### config.mk
export PLATFORM = sky130hd
export DESIGN_NAME = sbc_pin_guard
export DESIGN_NICKNAME = d
export VERILOG_FILES = /design/src/rtl/sbc_pkg.sv /design/src/rtl/sbc_pin_guard.sv
export SDC_FILE = /design/constraint.sdc
export NUM_CORES = 1
export LEC_CHECK = 0
export ABC_AREA = 1
export BUFFER_PORTS_ARGS = -buffer_cell sky130_fd_sc_hd__buf_4
export CAP_MARGIN = 20
export CORE_UTILIZATION = 45
export CTS_BUF_LIST = sky130_fd_sc_hd__clkbuf_8 sky130_fd_sc_hd__clkbuf_16
export DETAILED_ROUTE_END_ITERATION = 10
export PLACE_DENSITY = 0.69
export SLEW_MARGIN = 10
export SYNTH_ARGS = -nofsm -noshare
export SYNTH_HDL_FRONTEND = slang
export SYNTH_SLANG_ARGS = --single-unit
### constraint.sdc
create_clock -name REF_CLK -period 3.65 [get_ports REF_CLK]
set_clock_uncertainty 0.05 [all_clocks]
set_input_delay 0.1825 -clock REF_CLK [delete_from_list [all_inputs] [get_ports REF_CLK]]
set_output_delay 0.1825 -clock REF_CLK [all_outputs]
set_load 0.1 [all_outputs]
### src/rtl/sbc_pkg.sv
package sbc_pkg;
  // One internal time base: every timer counts microsecond ticks.
  localparam int SBC_CLK_NS = 5;
  localparam int SBC_TICK_NS = 1000;
  localparam int SBC_TICK_CYC = SBC_TICK_NS / SBC_CLK_NS;
  localparam real SBC_TXD_DIS_MS = 0.75;
  localparam int SBC_TXD_DIS_US = int'(SBC_TXD_DIS_MS * 1000.0);
  localparam int SBC_TXD_EN_US = 10;
  localparam int SBC_WAKE_PULSE_US = 10;
  localparam int SBC_HS_PERIOD_US = 20000;
  localparam int SBC_HS_ON_US = 200;
  localparam logic [3:0] SBC_EDGE_LIMIT = 4'h3;
  localparam int SBC_BITS = 8;
  localparam int SBC_FIFO_DEPTH = 16;
  localparam logic [3:0] SBC_BIT_LAST = 4'h7;

  localparam logic [2:0] SBC_ADR_MODE = 3'h0;
  localparam logic [2:0] SBC_ADR_CAN = 3'h1;
  localparam logic [2:0] SBC_ADR_IEN = 3'h2;
  localparam logic [2:0] SBC_ADR_IFLAG = 3'h3;
  localparam logic [2:0] SBC_ADR_IO = 3'h4;

  localparam int SBC_CAN_TX_EN = 0;
  localparam int SBC_CAN_RX_EN = 1;
  localparam int SBC_HS_ON = 0;
  localparam int SBC_HS_CYCLIC = 1;
  localparam int SBC_IRQ_BUS = 0;
  localparam int SBC_IRQ_BAT = 1;
  localparam int SBC_IRQ_OTW = 2;
  localparam int SBC_IRQ_WAKE = 3;

  localparam logic [1:0] SBC_CAN_RESET = 2'h3;
  localparam logic [3:0] SBC_IEN_RESET = 4'h0;

  typedef enum logic [1:0] {
    SBC_MODE_NORMAL = 2'h0,
    SBC_MODE_STANDBY = 2'h1,
    SBC_MODE_STOP = 2'h2,
    SBC_MODE_SLEEP = 2'h3
  } sbc_mode_type;

  typedef enum logic [1:0] {
    SBC_TX_ON = 2'b01,
    SBC_TX_BLOCKED = 2'b10
  } sbc_txg_type;

  typedef enum logic [1:0] {
    SBC_BUS_OK = 2'b01,
    SBC_BUS_FAIL = 2'b10
  } sbc_bus_type;

  typedef struct packed {
    logic [2:0] addr;
    logic wr;
    logic [3:0] data;
  } sbc_cmd_type;
endpackage : sbc_pkg
### src/rtl/sbc_pin_guard.sv
`timescale 1ns/1ps
module sbc_fifo #(
  parameter int WIDTH = 8,
  parameter int DEPTH = 16
) (
  input wire logic clk,
  input wire logic rst_n,
  input wire logic in_valid,
  output logic in_ready,
  input wire logic [WIDTH-1:0] in_data,
  output logic out_valid,
  input wire logic out_ready,
  output logic [WIDTH-1:0] out_data
);
  localparam int AW = $clog2(DEPTH);
  logic [WIDTH-1:0] mem [DEPTH];
  logic [AW:0] wp_q;
  logic [AW:0] rp_q;
  wire full = (wp_q[AW] != rp_q[AW]) && (wp_q[AW-1:0] == rp_q[AW-1:0]);
  wire empty = (wp_q == rp_q);
  wire push = in_valid && !full;
  wire pop = out_ready && !empty;
  assign in_ready = !full;
  assign out_valid = !empty;
  assign out_data = mem[rp_q[AW-1:0]];

  always_ff @(posedge clk) begin
    if (push) begin
      mem[wp_q[AW-1:0]] <= in_data;
    end
  end

  always_ff @(posedge clk) begin
    if (!rst_n) begin
      wp_q <= '0;
      rp_q <= '0;
    end else begin
      wp_q <= wp_q + (AW+1)'(push);
      rp_q <= rp_q + (AW+1)'(pop);
    end
  end
endmodule : sbc_fifo

// What this block does
// - Normal mode: drive bus dominant while transmit input low, recessive while high; recessive in other modes.
// - Receive output low while bus dominant, high while recessive.
// - Normal mode: flag bus failure when line edge count difference reaches three.
// - Normal mode: declare recovery when the failed line again shows three edges.
// - Continuous dominant transmit input disables transmitter after 0.75 to 4 ms.
// - Disabled transmitter re-enables after transmit input recessive 10 to 60 us.
// - Set main regulator overtemperature pre-warning flag above the warning level.
// - Switch main regulator off at its shutdown temperature level.
// - Hold reset output low while main regulator is undervoltage.
// - Reset output low in reset mode or undervoltage, high otherwise.
// - Enabled interrupt holds interrupt output low outside stop mode until software reads the flag register.
// - In stop mode a wake-up gives one 10 us low interrupt pulse.
// - Watchdog fault output low when software watchdog was not serviced.
// - Both level input states are readable over the serial interface.
// - Level input activity in sleep or stop mode is a wake-up event.
// - Set battery fail flag whenever battery supply is low, in every mode.
// - Report secondary supply low, overloaded or shorted in the io status register.
// - Shut the high-side switch on overtemperature and record it in io status.
// - High-side switch from serial register; cyclic in sleep, held in normal or standby.
// - Serial port answers only while chip select is low.
// - Serial transfers are 8 bits, commands on MOSI, status on MISO.
// - Host programs the bus transceiver state with serial commands.
// - Reading the mode control register clears the battery fail flag.
// - All timing derives from one internal tick generator.
module sbc_pin_guard
  import sbc_pkg::*;
#(
  parameter int TXD_DIS_US = SBC_TXD_DIS_US,
  parameter int HS_PERIOD_US = SBC_HS_PERIOD_US
) (
  input wire logic REF_CLK,
  input wire logic RST_N,
  input wire logic TXD,
  output logic RXD,
  input wire logic BUS_DOM_IN,
  input wire logic CANH_IN,
  input wire logic CANL_IN,
  output logic BUS_DRIVE_DOM,
  output logic BUS_FAILED,
  input wire logic SCLK,
  input wire logic CS_N,
  input wire logic MOSI,
  output logic MISO,
  output logic MISO_OE,
  output logic CMD_READY,
  input wire logic HOLD_CMD,
  output logic INT_N,
  input wire logic RESET_MODE,
  input wire logic MAIN_UNDERVOLT,
  output logic RST_OUT_N,
  input wire logic MAIN_OT_WARN,
  input wire logic MAIN_OT_SHUT,
  output logic OT_WARN_FLAG,
  output logic MAIN_REG_ON,
  input wire logic WD_EXPIRED,
  output logic WATCHDOG_FAULT_OUT_N,
  input wire logic LEVEL_INPUT_A,
  input wire logic LEVEL_INPUT_B,
  output logic WAKE_EVENT,
  input wire logic BATT_LOW,
  output logic BATTERY_FAIL_FLAG,
  input wire logic SEC_SUPPLY_LOW,
  input wire logic SEC_SUPPLY_OVERLOAD,
  input wire logic HS_OVERTEMP,
  output logic HIGH_SIDE_SWITCH,
  output logic [1:0] MODE
);
  // Microsecond tick shared by every timer.
  logic [7:0] div_q;
  wire tick = (div_q == 8'(SBC_TICK_CYC - 1));
  always_ff @(posedge REF_CLK) begin
    if (!RST_N) div_q <= '0;
    else div_q <= tick ? '0 : div_q + 8'h01;
  end

  // Register state written or read over the serial port.
  sbc_mode_type mode_q;
  logic [1:0] can_q;
  logic [3:0] ien_q;
  logic [1:0] hs_q;
  logic [3:0] pend_q;
  logic bat_q;
  logic otw_q;
  logic hs_ot_q;
  logic [7:0] resp_q;

  // Serial shifter, clocked by sampled edges of the serial clock.
  logic sclk_q;
  logic cs_n_q;
  logic [7:0] rx_sh_q;
  logic [7:0] tx_sh_q;
  logic [3:0] bit_q;
  wire sel = !CS_N;
  wire sclk_rise = sel && SCLK && !sclk_q;
  wire sclk_fall = sel && !SCLK && sclk_q;
  wire cs_fall = cs_n_q && !CS_N;
  wire byte_done = sclk_rise && (bit_q == SBC_BIT_LAST);
  wire [7:0] rx_byte = {rx_sh_q[6:0], MOSI};

  always_ff @(posedge REF_CLK) begin
    if (!RST_N) begin
      sclk_q <= 1'b0;
      cs_n_q <= 1'b1;
      rx_sh_q <= '0;
      tx_sh_q <= '0;
      bit_q <= '0;
    end else begin
      sclk_q <= SCLK;
      cs_n_q <= CS_N;
      if (cs_fall) begin
        tx_sh_q <= resp_q;
        bit_q <= '0;
      end else if (sclk_rise) begin
        rx_sh_q <= rx_byte;
        bit_q <= byte_done ? '0 : bit_q + 4'h1;
      end else if (sclk_fall) begin
        tx_sh_q <= {tx_sh_q[6:0], 1'b0};
      end
    end
  end
  assign MISO = tx_sh_q[SBC_BITS-1];
  assign MISO_OE = sel;

  // Command queue between the shifter and the decoder.
  // A byte that completes while the queue is full is dropped, so the host must watch CMD_READY.
  sbc_cmd_type cmd;
  logic cmd_valid;
  wire cmd_take = cmd_valid && !HOLD_CMD;
  sbc_fifo #(
    .WIDTH(SBC_BITS),
    .DEPTH(SBC_FIFO_DEPTH)
  ) u_fifo (
    .clk(REF_CLK),
    .rst_n(RST_N),
    .in_valid(byte_done),
    .in_ready(CMD_READY),
    .in_data(rx_byte),
    .out_valid(cmd_valid),
    .out_ready(!HOLD_CMD),
    .out_data(cmd)
  );

  wire wr_cmd = cmd_take && cmd.wr;
  wire rd_cmd = cmd_take && !cmd.wr;
  wire rd_mode = rd_cmd && (cmd.addr == SBC_ADR_MODE);
  wire rd_flag = rd_cmd && (cmd.addr == SBC_ADR_IFLAG);
  wire low_power = (mode_q == SBC_MODE_STOP) || (mode_q == SBC_MODE_SLEEP);
  wire normal = (mode_q == SBC_MODE_NORMAL);
  wire v2_fault = SEC_SUPPLY_LOW || SEC_SUPPLY_OVERLOAD;
  wire [3:0] io_stat = {v2_fault, hs_ot_q, LEVEL_INPUT_B, LEVEL_INPUT_A};
  wire [3:0] mode_stat = {bat_q, otw_q, mode_q};
  wire [3:0] can_stat = {BUS_FAILED, 1'b0, can_q};
  wire [3:0] rd_data = (cmd.addr == SBC_ADR_MODE) ? mode_stat :
                       (cmd.addr == SBC_ADR_CAN) ? can_stat :
                       (cmd.addr == SBC_ADR_IEN) ? ien_q :
                       (cmd.addr == SBC_ADR_IFLAG) ? pend_q :
                       (cmd.addr == SBC_ADR_IO) ? io_stat : 4'h0;

  // Level inputs: any change in a low-power mode wakes the device.
  logic [1:0] lvl_q;
  wire [1:0] lvl = {LEVEL_INPUT_B, LEVEL_INPUT_A};
  wire wake = low_power && (lvl != lvl_q);

  // Bus failure detection by edge count difference.
  // Recovery counts rising edges on the line that lagged behind when the failure was found.
  sbc_bus_type bus_q;
  logic canh_q;
  logic canl_q;
  logic signed [3:0] diff_q;
  logic [3:0] rec_q;
  logic weak_l_q;
  wire eh = CANH_IN && !canh_q;
  wire el = CANL_IN && !canl_q;
  wire signed [3:0] diff_d = diff_q + 4'(eh) - 4'(el);
  wire hit = (diff_d == $signed(SBC_EDGE_LIMIT)) || (diff_d == -$signed(SBC_EDGE_LIMIT));
  wire weak_edge = weak_l_q ? el : eh;
  wire recover = (rec_q + 4'(weak_edge)) == SBC_EDGE_LIMIT;
  wire bus_evt = normal && ((bus_q == SBC_BUS_OK && hit) || (bus_q == SBC_BUS_FAIL && recover));

  always_ff @(posedge REF_CLK) begin
    if (!RST_N) begin
      bus_q <= SBC_BUS_OK;
      canh_q <= 1'b0;
      canl_q <= 1'b0;
      diff_q <= '0;
      rec_q <= '0;
      weak_l_q <= 1'b0;
    end else begin
      canh_q <= CANH_IN;
      canl_q <= CANL_IN;
      if (normal) begin
        unique case (bus_q)
          SBC_BUS_OK: begin
            diff_q <= hit ? '0 : diff_d;
            if (hit) begin
              bus_q <= SBC_BUS_FAIL;
              weak_l_q <= (diff_d > 0);
              rec_q <= '0;
            end
          end
          SBC_BUS_FAIL: begin
            rec_q <= recover ? '0 : rec_q + 4'(weak_edge);
            if (recover) bus_q <= SBC_BUS_OK;
          end
        endcase
      end
    end
  end
  assign BUS_FAILED = (bus_q == SBC_BUS_FAIL);

  // Permanent dominant guard on the transmit input.
  // Only an unbroken stretch at one level advances the counter.
  sbc_txg_type txg_q;
  logic [12:0] txc_q;
  always_ff @(posedge REF_CLK) begin
    if (!RST_N) begin
      txg_q <= SBC_TX_ON;
      txc_q <= '0;
    end else begin
      unique case (txg_q)
        SBC_TX_ON: begin
          if (TXD) txc_q <= '0;
          else if (tick) txc_q <= txc_q + 13'h0001;
          if (!TXD && tick && txc_q == 13'(TXD_DIS_US - 1)) begin
            txg_q <= SBC_TX_BLOCKED;
            txc_q <= '0;
          end
        end
        SBC_TX_BLOCKED: begin
          if (!TXD) txc_q <= '0;
          else if (tick) txc_q <= txc_q + 13'h0001;
          if (TXD && tick && txc_q == 13'(SBC_TXD_EN_US - 1)) begin
            txg_q <= SBC_TX_ON;
            txc_q <= '0;
          end
        end
      endcase
    end
  end

  // Transceiver pins.
  wire tx_allowed = normal && can_q[SBC_CAN_TX_EN] && (txg_q == SBC_TX_ON);
  always_ff @(posedge REF_CLK) begin
    if (!RST_N) begin
      BUS_DRIVE_DOM <= 1'b0;
      RXD <= 1'b1;
    end else begin
      BUS_DRIVE_DOM <= tx_allowed && !TXD;
      RXD <= !(can_q[SBC_CAN_RX_EN] && BUS_DOM_IN);
    end
  end

  // Stop-mode wake pulse and high-side cyclic timer.
  logic [3:0] wpc_q;
  logic [15:0] hsc_q;
  wire pulse_on = (wpc_q != 4'h0);
  wire hs_cyc_on = (hsc_q < 16'(SBC_HS_ON_US));
  always_ff @(posedge REF_CLK) begin
    if (!RST_N) begin
      wpc_q <= '0;
      hsc_q <= '0;
    end else begin
      if (wake && mode_q == SBC_MODE_STOP) wpc_q <= 4'(SBC_WAKE_PULSE_US);
      else if (tick && pulse_on) wpc_q <= wpc_q - 4'h1;
      if (tick) hsc_q <= (hsc_q == 16'(HS_PERIOD_US - 1)) ? '0 : hsc_q + 16'h0001;
    end
  end

  // Register writes, sticky flags and interrupt pending bits.
  wire [3:0] irq_set = {wake, MAIN_OT_WARN && !otw_q, BATT_LOW && !bat_q, bus_evt};
  always_ff @(posedge REF_CLK) begin
    if (!RST_N) begin
      mode_q <= SBC_MODE_NORMAL;
      can_q <= SBC_CAN_RESET;
      ien_q <= SBC_IEN_RESET;
      hs_q <= '0;
      pend_q <= '0;
      bat_q <= 1'b0;
      otw_q <= 1'b0;
      hs_ot_q <= 1'b0;
      lvl_q <= '0;
      resp_q <= '0;
    end else begin
      lvl_q <= lvl;
      if (wr_cmd) begin
        unique case (cmd.addr)
          SBC_ADR_MODE: mode_q <= sbc_mode_type'(cmd.data[1:0]);
          SBC_ADR_CAN: can_q <= cmd.data[1:0];
          SBC_ADR_IEN: ien_q <= cmd.data;
          SBC_ADR_IO: hs_q <= cmd.data[1:0];
          default: ;
        endcase
      end
      if (rd_cmd) resp_q <= {cmd.addr, 1'b0, rd_data};
      pend_q <= (pend_q & ~({4{rd_flag}})) | irq_set;
      bat_q <= BATT_LOW || (bat_q && !rd_mode);
      otw_q <= MAIN_OT_WARN;
      hs_ot_q <= HS_OVERTEMP || (hs_ot_q && !(rd_cmd && cmd.addr == SBC_ADR_IO));
    end
  end

  // Pin outputs.
  wire hs_req = (mode_q == SBC_MODE_SLEEP) ? (hs_q[SBC_HS_CYCLIC] && hs_cyc_on) :
                (mode_q == SBC_MODE_STOP) ? 1'b0 : hs_q[SBC_HS_ON];
  wire irq_level = |(pend_q & ien_q) && (mode_q != SBC_MODE_STOP);
  always_ff @(posedge REF_CLK) begin
    if (!RST_N) begin
      INT_N <= 1'b1;
      RST_OUT_N <= 1'b0;
      MAIN_REG_ON <= 1'b1;
      WATCHDOG_FAULT_OUT_N <= 1'b1;
      HIGH_SIDE_SWITCH <= 1'b0;
      WAKE_EVENT <= 1'b0;
    end else begin
      INT_N <= !(irq_level || pulse_on);
      RST_OUT_N <= !(RESET_MODE || MAIN_UNDERVOLT);
      MAIN_REG_ON <= !MAIN_OT_SHUT;
      WATCHDOG_FAULT_OUT_N <= !WD_EXPIRED;
      HIGH_SIDE_SWITCH <= hs_req && !HS_OVERTEMP;
      WAKE_EVENT <= wake;
    end
  end
  assign OT_WARN_FLAG = otw_q;
  assign BATTERY_FAIL_FLAG = bat_q;
  assign MODE = mode_q;
endmodule : sbc_pin_guard

==> impl_metrics.csv, run 1 <==
group,metric,value,unit
power_and_ir_drop,power_frac_comb,0.083,
sta,worstMarginPinSlew,0.9300,ns
synthesis,ys_ff_latch,249,
synthesis,synth_edf_count,128,
synthesis,synth.most_common_cell,"nand2_1",
synthesis,synth_common_cells,"219 x nand2_1, 158 x nor2_1, 137 x inv_1",
sta,fin_crit,2.798,ns
power_and_ir_drop,p_per_area,503.0,nW/um^2
routing,routed_via_density,5.185,
layout,fin_cells,1577,
critical_path,worstSetupPathType,"in -> reg",
global_routing,overflow,0,
floorplanning,die_h,156.9,um
critical_path,worstReg2RegStart,"canl_q",
clocking,cts-htree-levels,1,
layout,antenna_cells,0,
clocking,cts_buffer_depth,3,
clocking,clockRootBuffer,"clkbuf_16",
routing,avgRoutedWirePerCell,15.58,um
floorplanning,core_area,23470,sq um
global_routing,grt_usage,0.2023,
global_routing,grt_pass1_vias,7859,
floorplanning,start_util,0.4600,
clocking,clk_latency,0.55,ns
routing,dr.pass1.iters,5,
critical_path,cp.required,3.99,ns
synthesis,synth_cells,1187,
routing,ant_nets,0,
placement,place_inst,1514,
routing,route.detailed.drc,0,
synthesis,syn_nets,1225,
sta,slew-limit-headroom,0.3791,
clocking,post_cts_buffers,0,
sta,final_max_slew_viol_count,0,
placement,gp_congestion,0.8617,
global_routing,grt_max_degree,66,
synthesis,yosysWarningCount,0,
synthesis,synth.cell_area,10800,sq um
clocking,cts_hold_buf,16,
clocking,clk_pin_slew,0.06,ns
global_routing,grt_first_pass_wirelength,39470,um
floorplanning,row_count,56,
flow_run,max-cap-violations,0,
layout,drive_above_1_share,0.09062,
placement,io_buffers,36,
sta,tns,0,ns
power_and_ir_drop,switching_share,0.2446,
synthesis,synthesis.area_per_instance,9.096,sq um
clocking,tritoncts,"built",
sta,fmax,0.3575,GHz
power_and_ir_drop,p_leak,4.974,nW
sta,fin_crit_sh,0.7664,
layout,final_net_count,1277,
critical_path,worst-r2r-setup-slack,0.89,ns
synthesis,synth_async_sr_flop_share,0,
synthesis,synth_ff_type,"edfxtp_1",
power_and_ir_drop,clkPwrFrac,0.425,
sta,setup-violations-final,0,
worst_hold_path,worstHoldPathType,"in -> reg",
synthesis,yosysUniqueCellTypes,48,
synthesis,synth_top_area_frac,0.3560,
clocking,post_cts_resized,0,
routing,drtIter0Drc,696,
floorplanning,io_pins,37,
run_status,outcome,"completed",
floorplanning,die_w,156.9,um
critical_path,critPathCaptureType,"flop",
clocking,numCtsBuffers,26,
floorplanning,dieArea,24620,sq um
placement,hpwlAfterDp,15860,um
clocking,clock_sinks,249,
routing,finalWirelength,24570,um
placement,place_area,11340,sq um
power_and_ir_drop,pwr-share-seq,0.492,
sta,rsz0062_at_grt,"no",
sta,hold-worst-slack,0.04028,ns
synthesis,yosysTopAreaCell,"edfxtp_1",
global_routing,antenna_found_initial,0,
critical_path,critPathLaunch,"CANL_IN",
critical_path,crit_arrival,3.13,ns
power_and_ir_drop,p_int,4.699,mW
synthesis,ys_seq_area_frac,0.5804,
synthesis,yosys-top-cells-area,"edfxtp_1 36%, dfxtp_1 22%, nand2_1 7.6%, nor2_1 5.5%, inv_1 4.8%",
sta,final_hold_viol_count,0,
routing,vias,8177,
power_and_ir_drop,peakVddDrop,0.3747,mV
worst_hold_path,hold_start,"RST_N",
layout,area_growth_syn_to_layout,14.54,%
critical_path,start_kind,"input pin",
layout,design_area,12370,sq um
power_and_ir_drop,p_sw,1.521,mW
critical_path,crit_fanout,8,
==> routing by layer <==
metal / share of wire / GRT usage / up-vias / routed length [um]
li1: - / - / 4060 / -
met4: 0.029 / 0.07003 / 0 / 715
met2: 0.47 / 0.3344 / 243 / 11440
met3: 0.054 / 0.02753 / 49 / 1316
met1: 0.45 / 0.2724 / 3825 / 11090
met5: 0 / 0 / - / 0
==> state kept, by name, indices dropped and copies added, names as in the netlist, 2 cells and up <==
name and count:
lvl_q 2, can_q 2, txc_q 13, MODE 2, bit_q 4, diff_q 4
u_fifo.mem 128, div_q 8, u_fifo.wp_q 5, txg_q 2, ien_q 4, hs_q 2
tx_sh_q 8, bus_q 2, rec_q 4, rx_sh_q 7, resp_q 7, hsc_q 16
pend_q 4, u_fifo.rp_q 5, wpc_q 4
==> kinds of logic after synthesis <==
| group | Yosys count | synth area share |
|---|---|---|
| compound gates | 185 | 0.09526 |
| xor+xnor | 26 | 0.02109 |
| fa+ha+maj | 17 | 0.02040 |
| buf+inv | 185 | 0.06976 |
| flops | 249 | 0.5804 |
| simple gates | 525 | 0.2131 |
==> worst paths after layout <==
path,endpoint,depth (start not counted)
worst max register to register,rec_q[3],14
worst max-delay path,rec_q[3],17
worst min-delay path,cs_n_q,2
worst min register to register,div_q[0],1
==> worst max-delay path, stage by stage <==
cell	delay [ns]
dlygate4sd3_1	0.53
buf_4	0.11
inv_1	0.03
nor2_1	0.14
ha_1	0.26
inv_1	0.06
ha_1	0.15
inv_1	0.06
fa_1	0.37
xor2_1	0.18
inv_1	0.10
o21bai_1	0.13
nand3_1	0.12
a21oi_1	0.45
inv_1	0.12
nand2_1	0.09
a21oi_1	0.06
==> power by group through the flow <==
stage / logic (mW) / registers (mW) / clock network, mW
final: 0.518 / 3.06 / 2.64
after global routing: 0.577 / 3.07 / 2.78
after CTS: 0.516 / 3.06 / 2.68
after detailed placement: 0.498 / 3.12 / 0
after global placement: 0.484 / 3.12 / 0
after floorplan: 0.348 / 3.14 / 0
==> final cells by class <==
cell class / count / area [sq um]
clock buffers: 26 / 650.6
multi-input cells: 753 / 3777
flip-flops and latches: 249 / 6267
fillers: 2115 / 11110
well taps: 319 / 399.1
inverters: 150 / 565.5
repair buffers: 59 / 495.5
clock inverters: 21 / 211.5
==> per-stage QoR <==
step	utilization	power [mW]	worst slack, ns
after global routing	0.5269	6.429	0.6252
after detailed placement	0.4833	3.616	0.9096
final	0.5269	6.221	0.8525
after CTS	0.5269	6.252	0.8931
after global placement	0.4833	3.602	1.009
after floorplan	-	3.485	0.9783
==> cells in the final DEF (no fill, tap or decap), types with 4 or more instances in the layout <==
cell,count
o21ai_1,21
a31oi_1,7
nor2_2,6
o22ai_1,14
edfxtp_1,128
nand4_1,11
xnor2_1,7
ha_1,16
nor3b_1,5
inv_1,146
clkbuf_16,26
nor3_1,24
o221ai_1,5
nor2_1,158
dlygate4sd3_1,16
xor2_1,19
nand3_1,75
clkinvlp_4,4
dfxtp_1,120
inv_2,9
o21ai_0,66
nor4_1,8
buf_4,42
a22oi_1,4
a21oi_1,52
a211oi_1,4
nand2_1,219
Note: power is estimated with default switching activity, not from simulation.
==> inputs of run 2 (changes only) <==
Clock period 3.65 ns to 2.6 ns, I/O delays scaled along.
==> run 2 against run 1 <==
Total power grew 39%; via count grew 0.34%; sequential power grew 41%; sequential share of layout area shrank 1.0 points; hold slack gained 0.055 ns; non-clock buffer count grew 34; first-iteration DRC count shrank 8.9%; cell count grew 2.2%; final area grew 2.1%; sequential cell count is the same; routed wire length shrank 3.0%; critical path type is now reg -> reg; critical endpoint is now rec_q[1].
==> impl_metrics.csv, run 2 (same netlist as run 1, synthesis figures left out) <==
group,metric,value,unit
run_status,outcome,"completed",
sta,worstMarginPinSlew,0.8225,ns
floorplanning,dieArea,24620,sq um
global_routing,antenna_found_initial,0,
layout,fin_cells,1612,
critical_path,crit_chain,"nor2_4, ha_4, inv_1, ha_2, inv_2, fa_2, xor2_2, inv_2, o21bai_1, nand3_1, a21oi_1, buf_4, nand2_1, o21ai_0, nor2_1",
sta,fin_crit,2.484,ns
power_and_ir_drop,p_int,6.502,mW
sta,rsz0062_at_grt,"yes",
critical_path,crit_arrival,2.83,ns
worst_hold_path,min_path_cells,8,
critical_path,cp_top_family,"adder cells",
critical_path,path_buf_inv,4,
critical_path,worst-r2r-setup-slack,0.12,ns
routing,ant_nets,0,
worst_hold_path,hold_start,"SEC_SUPPLY_LOW",
layout,drive_above_1_share,0.1237,
placement,hpwlAfterDp,15470,um
layout,final_net_count,1311,
routing,vias,8205,
critical_path,slowest_stage,"fa_2",
clocking,clk_pin_slew,0.06,ns
global_routing,overflow,0,
critical_path,worstSetupPathType,"reg -> reg",
global_routing,grt_pass1_vias,7525,
sta,setup-violations-final,0,
power_and_ir_drop,p_leak,5.152,nW
clocking,clock_sinks,249,
routing,avgRoutedWirePerCell,14.78,um
floorplanning,io_pins,37,
floorplanning,core_area,23470,sq um
clocking,cts-htree-levels,1,
power_and_ir_drop,pwr-share-seq,0.498,
worst_hold_path,worstHoldEndpoint,"resp_q[3]",
sta,fin_crit_sh,0.9553,
power_and_ir_drop,switching_share,0.2471,
layout,largest_register_ffs,128,
clocking,numCtsBuffers,26,
routing,route.detailed.drc,0,
layout,final_common_cell,"nand2_1",
clocking,tritoncts,"built",
critical_path,critPathMostFrequentCell,"inv_2",
routing,dr.pass1.iters,5,
global_routing,grt_first_pass_wirelength,38040,um
layout,nFillCells,2102,
power_and_ir_drop,finalPower,8.636,mW
routing,routed_via_density,5.090,
critical_path,worstReg2RegStart,"canl_q",
power_and_ir_drop,p_per_area,684.1,nW/um^2
global_routing,grt_usage,0.1955,
placement,place_area,11570,sq um
layout,multi_input_area,3817,sq um
sta,hold-worst-slack,0.09493,ns
sta,fmax,0.4026,GHz
critical_path,cp_slowest_stage_delay,0.36,ns
critical_path,ff2ff_path_depth,15,
routing,finalWirelength,23820,um
power_and_ir_drop,clkPwrFrac,0.408,
sta,final_hold_viol_count,0,
placement,io_buffers,36,
power_and_ir_drop,peakVddDrop,0.4831,mV
placement,gp_congestion,0.8898,
floorplanning,die_w,156.9,um
power_and_ir_drop,p_sw,2.134,mW
floorplanning,die_h,156.9,um
layout,most-common-layout-cells,"218 x nand2_1, 157 x nor2_1, 140 x inv_1",
sta,final_max_slew_viol_count,0,
critical_path,crit_fanout,8,
critical_path,cp.required,2.95,ns
clocking,clk_latency,0.54,ns
flow_run,max-cap-violations,0,
layout,design_area,12620,sq um
critical_path,start_kind,"flop",
layout,register_area,6269,sq um
floorplanning,start_util,0.4600,
critical_path,critPathCaptureType,"flop",
routing,drtIter0Drc,634,
clocking,clockRootBuffer,"clkbuf_16",
critical_path,reg2reg_to,"rec_q[1]",
worst_hold_path,worstHoldPathType,"in -> reg",
floorplanning,row_count,56,
sta,slew-limit-headroom,0.4509,
clocking,cts_buffer_depth,3,
global_routing,grt_max_degree,51,
power_and_ir_drop,power_frac_comb,0.094,
layout,area_growth_syn_to_layout,16.93,%
layout,antenna_cells,0,
placement,place_inst,1543,
run 2: changes by cell type in the layout (fill, tap and decap cells not counted), sizes merged:
cell / previous run / this run
inv: 158 / 153
dlygate4sd3: 16 / 17
clkbuf: 26 / 28
clkinv: 6 / 15
dlymetal6s4s: 0 / 1
clkinvlp: 4 / 1
buf: 43 / 75
bufinv: 3 / 1
run 2: worst reg2reg max path, cell delays in order, from the launching register on:
cell,delay (ns)
dfxtp_2,0.32
nor2_4,0.12
ha_4,0.21
inv_1,0.05
ha_2,0.18
inv_2,0.04
fa_2,0.36
xor2_2,0.19
inv_2,0.06
o21bai_1,0.14
nand3_1,0.13
a21oi_1,0.17
buf_4,0.17
nand2_1,0.05
o21ai_0,0.07
nor2_1,0.05
run 2: routing by layer:
metal  vias up  track usage  share of wire
met5         -            0              0
met4         0      0.06723          0.028
met3        46      0.02368          0.050
met2       235       0.3285           0.47
met1      3781       0.2608           0.45
li1       4143            -              -
run 2: timing repair:
| action | CTS | global route |
|---|---|---|
| endpoints found under the setup margin | 0 | 11 |
| resized for setup | 0 | 14 |
| hold buffers | 17 | 1 |
| buffers inserted | 0 | 3 |
| hold endpoints to repair | 47 | 1 |
run 2: worst max-delay path by stage:
stage | cells past startpoint | slack [ns] | startpoint | endpoint
after floorplan | 15 | 0.19 | canh_q | rec_q[3]
after global placement | 16 | 0.20 | canh_q | rec_q[0]
after detailed placement | 15 | 0.07 | canl_q | rec_q[1]
after CTS | 16 | 0.07 | canh_q | rec_q[1]
after global routing | 15 | -0.03 | canl_q | rec_q[2]
final | 15 | 0.12 | canl_q | rec_q[1]
run 2: stage by stage:
| stage | setup TNS (ns) | setup slack [ns] | util |
|---|---|---|---|
| 2_1_floorplan | 0 | 0.1852 | - |
| 3_3_place_gp | 0 | 0.1995 | 0.4928 |
| 3_5_place_dp | 0 | 0.07187 | 0.4928 |
| 4_1_cts | 0 | 0.06548 | 0.5348 |
| 5_1_grt | -0.09036 | -0.03021 | 0.5378 |
| 6_report | 0 | 0.1163 | 0.5378 |
run 2: power by group through the flow:
stage / clock network, mW / logic [mW] / registers (mW)
final: 3.52 / 0.814 / 4.30
after detailed placement: 0 / 0.718 / 4.38
after global routing: 3.71 / 0.904 / 4.31
after floorplan: 0 / 0.488 / 4.40
after CTS: 3.59 / 0.740 / 4.30
after global placement: 0 / 0.696 / 4.38
run 2: area by class of cell:
| class | instances | area share |
|---|---|---|
| Sequential cell | 249 | 0.4965 |
| Multi-Input combinational cell | 753 | 0.3024 |
| Clock inverter | 20 | 0.01090 |
| Clock buffer | 28 | 0.05372 |
| Inverter | 150 | 0.04480 |
| Timing Repair Buffer | 93 | 0.06006 |
| Tap cell | 319 | 0.03162 |
